[src/hdl/timer_pkg.sv]
// Constants shared by the period timer and its scaler counters
package timer_pkg;

    // ************************************************************
    // Register map: word index, byte address is index times four
    // ************************************************************
    localparam int unsigned ADDR_W = 10;
    localparam logic [7:0] IDX_FLAGS = 8'h0C;
    localparam logic [7:0] IDX_COUNT = 8'h11;
    localparam logic [7:0] IDX_CTRL = 8'h12;
    localparam logic [7:0] IDX_ENABLES = 8'h8C;
    localparam logic [7:0] IDX_PERIOD = 8'h92;

    // ************************************************************
    // Field positions
    // ************************************************************
    localparam int unsigned FLAG_BIT = 1;
    localparam int unsigned RUN_BIT = 2;
    localparam int unsigned PRESC_LSB = 0;
    localparam int unsigned POST_LSB = 3;

    // ************************************************************
    // Values after reset
    // ************************************************************
    localparam logic [7:0] PERIOD_RST = 8'hFF;
    localparam logic [7:0] COUNT_RST = 8'h00;
    localparam logic [6:0] CTRL_RST = 7'h00;

    // ************************************************************
    // Cycle counts
    // ************************************************************
    localparam logic [1:0] QUARTER_LAST = 2'h3;
    localparam logic [3:0] PRESC_LAST_1 = 4'h0;
    localparam logic [3:0] PRESC_LAST_4 = 4'h3;
    localparam logic [3:0] PRESC_LAST_16 = 4'hF;

    // True when a byte address selects the register of this index
    function automatic logic reg_hit(input logic [ADDR_W-1:0] addr,
                                     input logic [7:0] idx);
        reg_hit = (addr == {idx, 2'b00});
    endfunction : reg_hit

endpackage : timer_pkg

[src/hdl/scaler_if.sv]
// Signals between the timer and one of its scaler counters
`timescale 1ns/10ps
`default_nettype none
interface scaler_if;
    logic tick;        // Advance by one
    logic clear;       // Return to zero, wins over tick
    logic [3:0] limit; // Last count before wrapping
    logic wrap;        // Tick that completes one ratio
    logic [3:0] count; // Present count
    modport counter (input tick, clear, limit, output wrap, count);
    modport owner (output tick, clear, limit, input wrap, count);
endinterface : scaler_if
`default_nettype wire

[src/hdl/period_timer.sv]
// Eight-bit period timer with prescaler, postscaler and register port
//
// What this block does
// - Count up from zero, wrap after period match
// - Instruction tick prescaled by 1, 4 or 16
// - Period register read/write, resets to all ones
// - Count register read/write, cleared by reset
// - Postscaler ratio select plus one sets flag
// - Flag bit 1 flags, enable bit 1 enables
// - Control bit 2 runs or stops counting
// - Count/control writes and reset clear scalers
// - Control write keeps the count value
// - Pre-postscaler match drives serial port tick
// - Count and match form the PWM base
//
// The Avalon-MM register port is this design's own decision.
`timescale 1ns/10ps
`default_nettype none
module period_timer (
    // Clock and reset
    input wire logic ref_clk,
    input wire logic sys_rst,
    // Avalon-MM register slave
    input wire logic [timer_pkg::ADDR_W-1:0] avs_address,
    input wire logic avs_read,
    input wire logic avs_write,
    input wire logic [31:0] avs_writedata,
    input wire logic [3:0] avs_byteenable,
    output logic [31:0] avs_readdata,
    output logic avs_waitrequest,
    // Interrupt request
    output logic irq,
    // Synchronous serial port shift clock source
    output logic sync_serial_tick,
    // PWM time base for the capture/compare units
    output logic [7:0] pwm_base_count,
    output logic pwm_base_match
);
    import timer_pkg::*;

    // ************************************************************
    // State
    // ************************************************************

    // Everything the timer remembers
    typedef struct packed {
        logic [1:0] quarter;  // Oscillator divide by four
        logic [7:0] count;    // Timer count
        logic [6:0] ctrl;     // Postscale, run, prescale
        logic [7:0] period;   // Period value
        logic flag;           // Sticky period interrupt flag
        logic enable;         // Period interrupt enable
        logic match;          // One-cycle period match pulse
        logic resp;           // Bus answer cycle
        logic [31:0] rdata;   // Read data held for the answer
    } timer_state_t;

    // State after reset
    localparam timer_state_t S_RST = '{
        quarter: 2'h0,
        count: COUNT_RST,
        ctrl: CTRL_RST,
        period: PERIOD_RST,
        flag: 1'b0,
        enable: 1'b0,
        match: 1'b0,
        resp: 1'b0,
        rdata: 32'h0000_0000
    };

    timer_state_t s_q; // Registered state
    timer_state_t s_d; // Next state

    // ************************************************************
    // Bus decode
    // ************************************************************

    logic req;        // Request present
    logic accept;     // Request completes at this edge
    logic wr_ok;      // Accepted write with low lane on
    logic wr_count;   // Write to the count register
    logic wr_ctrl;    // Write to the control register
    logic wr_period;  // Write to the period register
    logic wr_flags;   // Write to the flag register
    logic wr_enables; // Write to the enable register
    logic rd_flags;   // Accepted read of the flag register
    logic [7:0] wbyte; // Low byte of write data
    logic [31:0] rmux; // Read data selected by address

    assign req = avs_read || avs_write;
    assign accept = req && s_q.resp;
    assign wr_ok = accept && avs_write && avs_byteenable[0];
    assign wbyte = avs_writedata[7:0];
    assign wr_count = wr_ok && reg_hit(avs_address, IDX_COUNT);
    assign wr_ctrl = wr_ok && reg_hit(avs_address, IDX_CTRL);
    assign wr_period = wr_ok && reg_hit(avs_address, IDX_PERIOD);
    assign wr_flags = wr_ok && reg_hit(avs_address, IDX_FLAGS);
    assign wr_enables = wr_ok && reg_hit(avs_address, IDX_ENABLES);
    assign rd_flags = accept && avs_read
        && reg_hit(avs_address, IDX_FLAGS);

    // Read multiplexer, unmapped addresses read zero
    always_comb begin
        rmux = 32'h0000_0000;
        if (reg_hit(avs_address, IDX_COUNT)) begin
            rmux[7:0] = s_q.count;
        end else if (reg_hit(avs_address, IDX_CTRL)) begin
            // Top bit is unimplemented and reads zero
            rmux[7:0] = {1'b0, s_q.ctrl};
        end else if (reg_hit(avs_address, IDX_PERIOD)) begin
            rmux[7:0] = s_q.period;
        end else if (reg_hit(avs_address, IDX_FLAGS)) begin
            rmux[FLAG_BIT] = s_q.flag;
        end else if (reg_hit(avs_address, IDX_ENABLES)) begin
            rmux[FLAG_BIT] = s_q.enable;
        end
    end

    // ************************************************************
    // Control fields
    // ************************************************************

    logic run;             // Timer running
    logic [1:0] presc_sel; // Prescale select
    logic [3:0] post_sel;  // Postscale select

    assign run = s_q.ctrl[RUN_BIT];
    assign presc_sel = s_q.ctrl[PRESC_LSB +: 2];
    assign post_sel = s_q.ctrl[POST_LSB +: 4];

    // Prescaler last count for a select value
    function automatic logic [3:0] presc_last(input logic [1:0] sel);
        case (sel)
            2'h0: presc_last = PRESC_LAST_1;
            2'h1: presc_last = PRESC_LAST_4;
            default: presc_last = PRESC_LAST_16;
        endcase
    endfunction : presc_last

    // ************************************************************
    // Scalers
    // ************************************************************

    scaler_if psc (); // Prescaler link
    scaler_if pst (); // Postscaler link

    logic inst_tick;  // Instruction clock, one cycle in four
    logic scl_clear;  // Clear both scaler counters
    logic cnt_tick;   // Timer count advances
    logic match_now;  // Count equals period on an advance

    assign inst_tick = (s_q.quarter == QUARTER_LAST);
    // Writes to count or control clear the scalers
    assign scl_clear = wr_count || wr_ctrl;

    // Prescaler fed by the instruction tick while running
    assign psc.tick = inst_tick && run;
    assign psc.clear = scl_clear;
    assign psc.limit = presc_last(presc_sel);

    // Timer advances on each prescaler wrap
    assign cnt_tick = psc.wrap;
    assign match_now = cnt_tick && !wr_count
        && (s_q.count == s_q.period);

    // Postscaler counts period matches, ratio select plus one
    assign pst.tick = match_now;
    assign pst.clear = scl_clear;
    assign pst.limit = post_sel;

    // Prescaler counter
    ratio_scaler u_presc (
        .ref_clk(ref_clk),
        .sys_rst(sys_rst),
        .sc(psc)
    );

    // Postscaler counter
    ratio_scaler u_post (
        .ref_clk(ref_clk),
        .sys_rst(sys_rst),
        .sc(pst)
    );

    // ************************************************************
    // Flag handling
    // ************************************************************

    logic flag_set; // Postscaler completes a ratio
    logic flag_clr; // Software clears the flag

    assign flag_set = pst.wrap;
    // A read clears only what it reported; a write of zero clears
    assign flag_clr = (rd_flags && s_q.rdata[FLAG_BIT])
        || (wr_flags && !wbyte[FLAG_BIT]);

    // ************************************************************
    // Next state
    // ************************************************************

    always_comb begin
        s_d = s_q;

        // Oscillator divided by four
        s_d.quarter = s_q.quarter + 2'h1;

        // Answer one cycle after the request appears
        s_d.resp = req && !s_q.resp;
        if (req && !s_q.resp) begin
            // Capture read data for the answer cycle
            s_d.rdata = rmux;
        end

        // Timer count
        if (wr_count) begin
            // Software load
            s_d.count = wbyte;
        end else if (match_now) begin
            // Matched the period, wrap to zero
            s_d.count = COUNT_RST;
        end else if (cnt_tick) begin
            // Normal advance
            s_d.count = s_q.count + 8'h01;
        end

        // Control register, count untouched
        if (wr_ctrl) begin
            s_d.ctrl = wbyte[6:0];
        end

        // Period register
        if (wr_period) begin
            s_d.period = wbyte;
        end

        // Interrupt enable
        if (wr_enables) begin
            s_d.enable = wbyte[FLAG_BIT];
        end

        // Sticky flag, a set in the same cycle wins
        if (wr_flags && wbyte[FLAG_BIT]) begin
            s_d.flag = 1'b1;
        end else if (flag_clr) begin
            s_d.flag = 1'b0;
        end
        if (flag_set) begin
            s_d.flag = 1'b1;
        end

        // Match pulse before the postscaler
        s_d.match = match_now;
    end

    // State register
    always_ff @(posedge ref_clk) begin
        if (sys_rst) begin
            // Reset clears count and scalers, period all ones
            s_q <= S_RST;
        end else begin
            s_q <= s_d;
        end
    end

    // ************************************************************
    // Outputs
    // ************************************************************

    // Hold the master until the answer cycle
    assign avs_waitrequest = req && !s_q.resp;
    assign avs_readdata = s_q.rdata;
    // Level interrupt while flag and enable are both set
    assign irq = s_q.flag && s_q.enable;
    // Serial port shift clock source
    assign sync_serial_tick = s_q.match;
    // PWM time base
    assign pwm_base_count = s_q.count;
    assign pwm_base_match = s_q.match;

    logic div1_quiet; // Running at 1:1 with no scaler clear
    assign div1_quiet = run && (presc_sel == 2'h0) && !scl_clear;
endmodule : period_timer
`default_nettype wire

[src/hdl/ratio_scaler.sv]
// Four-bit ratio counter used as prescaler and as postscaler
`timescale 1ns/10ps
`default_nettype none
module ratio_scaler (
    // Clock and reset
    input wire logic ref_clk,
    input wire logic sys_rst,
    // Counter side of the scaler link
    scaler_if.counter sc
);
    import timer_pkg::*;

    // ************************************************************
    // State
    // ************************************************************
    typedef struct packed {
        logic [3:0] cnt; // Ticks seen in this ratio
    } scaler_state_t;

    scaler_state_t s_q; // Registered state
    scaler_state_t s_d; // Next state

    // Wrap only on a tick that is not being cleared
    assign sc.wrap = sc.tick && !sc.clear && (s_q.cnt == sc.limit);
    assign sc.count = s_q.cnt;

    // Next state
    always_comb begin
        s_d = s_q;
        if (sc.clear) begin
            // Clear wins over any tick
            s_d.cnt = 4'h0;
        end else if (sc.wrap) begin
            // Ratio complete
            s_d.cnt = 4'h0;
        end else if (sc.tick) begin
            // Count one more input tick
            s_d.cnt = s_q.cnt + 4'h1;
        end
    end

    // State register
    always_ff @(posedge ref_clk) begin
        if (sys_rst) begin
            s_q <= '0;
        end else begin
            s_q <= s_d;
        end
    end

endmodule : ratio_scaler
`default_nettype wire

[config.mk]
export PLATFORM = sky130hd
export DESIGN_NAME = period_timer
export DESIGN_NICKNAME = d
export VERILOG_FILES = /design/src/hdl/timer_pkg.sv /design/src/hdl/scaler_if.sv /design/src/hdl/period_timer.sv /design/src/hdl/ratio_scaler.sv
export SDC_FILE = /design/constraint.sdc
export NUM_CORES = 1
export LEC_CHECK = 0
export BUFFER_PORTS_ARGS = -buffer_cell sky130_fd_sc_hd__buf_4
export CORE_MARGIN = 2
export CORE_UTILIZATION = 50
export CTS_CLUSTER_DIAMETER = 150
export DETAILED_ROUTE_END_ITERATION = 10
export PLACE_DENSITY = 0.78
export SLEW_MARGIN = 30
export SYNTH_ARGS = -nofsm -noshare
export SYNTH_HDL_FRONTEND = slang
export SYNTH_SLANG_ARGS = --single-unit
[constraint.sdc]
create_clock -name ref_clk -period 2.6 [get_ports ref_clk]
set_clock_uncertainty 0.1 [all_clocks]
set_input_delay 0.13 -clock ref_clk [delete_from_list [all_inputs] [get_ports ref_clk]]
set_output_delay 0.13 -clock ref_clk [all_outputs]
set_load 0.02 [all_outputs]
==> out/metrics.yaml <==
run_status:
  outcome: "finished, final reports clean"
synthesis:
  yosysUniqueCellTypes: 52
  synthCells: 321
  synth_edf_count: 0
  synthTopCellsByArea: "dfxtp_1 34%, buf_4 12%, nor2_1 5.7%"
  synth-compound-area-share_pct: 12.1
  yosysSeqAreaShare_pct: 33.6
  yosys.area.top_type: "dfxtp_1"
  synthDominantCellAreaShare_pct: 33.6
  synth_top_family_by_area: "simple AND/OR/NAND/NOR gates"
  synth-simple-area-share_pct: 26.5
  async_flop_share_pct: 0
  ys.flop_type: "dfxtp_1"
  yosysWarnings: 0
  syn_avg_cell_area_um2: 8.35
  synthMuxAreaShare_pct: 4.15
  synth_area_mm2: 0.00268
  synth_fa_ha_area_share_pct: 1.87
  synthXorXnorAreaFrac_pct: 7.19
  ys_ff_latch: 45
critical_path:
  cp_max_fo: 10
  crit_path_start_kind: "flop"
  end_kind: "flop"
  crit_type: "flop to flop"
  required_ps: 2730
  worstPathArrival_ps: 2360
sta:
  setup_viol: 0
  maxSlewHeadroom_pct: 63.5
  timing.setup.tns_ps: 0
  final-hold-violation-count: 0
  max_freq_mhz: 448
  whs_ps: 118
  layout_min_cycle_time_ps: 2230
  finalCritPeriodShare_pct: 85.8
  rsz0062_at_grt: "false"
  report.final.slew_viol_count: 0
  tightest_slew_ps: 546
route:
  drt_wl_total_um: 5730
  first_pass_iters: 5
  drc: 0
  wl_per_cell_um: 13.6
  ant_nets: 0
  vias_per_cell: 5.30
  dr.first_iter.drc_count: 160
  vias: 2233
clocking:
  cts_made_buffers: 5
  cts_buffer_depth: 2
  cts-root-buf: "clkbuf_8"
  clkTransAtPathRegs_ps: 80
  cts_tree: "done"
  holdBufCountCts: 8
  clock_latency_ps: 300
  post_cts_buffers: 0
  clock_sinks: 45
  h-tree-depth: 2
  cts_resized: 0
finish:
  fill_cells: 485
  mostFrequentLayoutCell: "buf_4"
  fin_cells: 421
  num_antenna_cells: 0
  fin_util_pct: 58.3
  design_area_mm2: 0.00300
  area_delta_synth_final_pct: 11.9
  drive_gt1_share_pct: 18.8
  fin_nets: 405
  layout_common_cells: "47 x buf_4, 45 x dfxtp_1, 41 x nor2_1"
power:
  pwr-share-clk_pct: 33.1
  switching_share_pct: 24.9
  power_switching_uw: 325
  comb_power_share_pct: 12.6
  intPower_uw: 978
  seqPwrFrac_pct: 54.3
  powerDensity_mw_per_mm2: 434
  peakVddDrop_mv: 0.259
  power_leakage_nw: 1.32
floorplan:
  die-area_mm2: 0.00596
  rows: 26
  ioPinCount: 94
  core-area_mm2: 0.00514
  dieWidth_um: 77.2
  die-height_um: 77.2
  start_util_pct: 52.1
placed_design:
  gp_congestion: 0.863
  placed_area_mm2: 0.00283
  dp.cells: 406
  dpl.hpwl_um: 4300
  port_buffers: 42
grt:
  grt_usage_pct: 19.6
  grt-ovfl-total: 0
  grt_max_degree: 43
  grt_pass1_vias: 2078
  antenna_found_initial: 0
  grt_pass1_wl_um: 9380
job:
  maxCapViolCount: 0
min_path:
  hold_path_class: "input port to flop"
## stage by stage
stage / setup WS (ps) / total power [mW]
after global placement: 456 / 0.876
after detailed placement: 382 / 0.878
after global routing: 256 / 1.36
after CTS: 372 / 1.32
final: 370 / 1.30
after floorplan: 654 / 0.858
## sequential cells by signal, indices dropped and copies added (netlist names)
name,count
avs_readdata,8
post_sel,4
presc_sel,2
pwm_base_count,8
pwm_base_match,1
run,1
s_q,13
u_post.sc.count,4
u_presc.sc.count,4
## worst max-delay path, cell delays in order (launching register included)
cell and delay (ps):
dfxtp_1 400, nor3b_2 200, o211ai_1 170, a211oi_4 560, nand2_4 130, or4_1 510
o211ai_2 80
## path summary, 6_finish.rpt
check,from,end,slack (ps),cells after the start
setup / recovery,presc_sel[0]$_SDFFE_PP0P_,pwm_base_count[7]$_SDFFE_PP0P_,370,6
setup reg to reg,presc_sel[0]$_SDFFE_PP0P_,pwm_base_count[7]$_SDFFE_PP0P_,370,6
hold / removal,avs_address[6],s_q[35]$_SDFFE_PP0P_,120,4
hold reg to reg,s_q[59]$_SDFF_PP0_,s_q[59]$_SDFF_PP0_,310,1
## area by class of cell
class	instances	area, um^2	share of cell area [%]
repair buffers	55	433	14.4
multi-input cells	241	1480	49.3
inverters	3	11.3	0.376
well taps	70	87.6	2.92
flip-flops and latches	45	901	30.1
clock buffers	7	86.3	2.88
## power by group through the flow
stage	Clock (mW)	Combinational (mW)	Sequential, mW
floorplan	0	0.136	0.722
global placement	0	0.153	0.723
detailed placement	0	0.154	0.724
CTS	0.444	0.164	0.708
global route	0.470	0.178	0.709
finish	0.431	0.164	0.707
## logic make-up (layout without fill, tap and decap cells)
logic type,Yosys count,after routing
adder cells (fa/ha/maj),4,4
XOR/XNOR,22,22
AND/OR/NAND/NOR,141,141
buffers and inverters,58,65
flip-flops,45,45
multiplexers,11,11
AO/OA/AOI/OAI,39,39
other,1,24
## synthesized netlist by cell type (all sizes together) (2+ instances only)
cell type and count:
nand4 5, nor4 3, mux2i 10, nand2 31, dfxtp 45, o211ai 3
and2 2, a21oi 13, or3 3, a221oi 2, a211oi 2, nand3 15
xor2 6, clkbuf 8, inv 3, and3 10, a221o 6, nand2b 2
xnor2 16, a22oi 2, nor2 41, nor2b 5, a31oi 3, o21ai 2
nor3 10, buf 47, ha 4, nand3b 9, or4 2
## metal layers
layer  vias to the layer above  track usage [%]  share of wire [%]
li1                       1109                -                  -
met1                      1038             23.3                 43
met2                        73             34.1                 49
met3                        13             3.53                5.1
met4                         0             9.11                2.3
met5                         -                0                  0
Power figures use the tool's default switching activity.
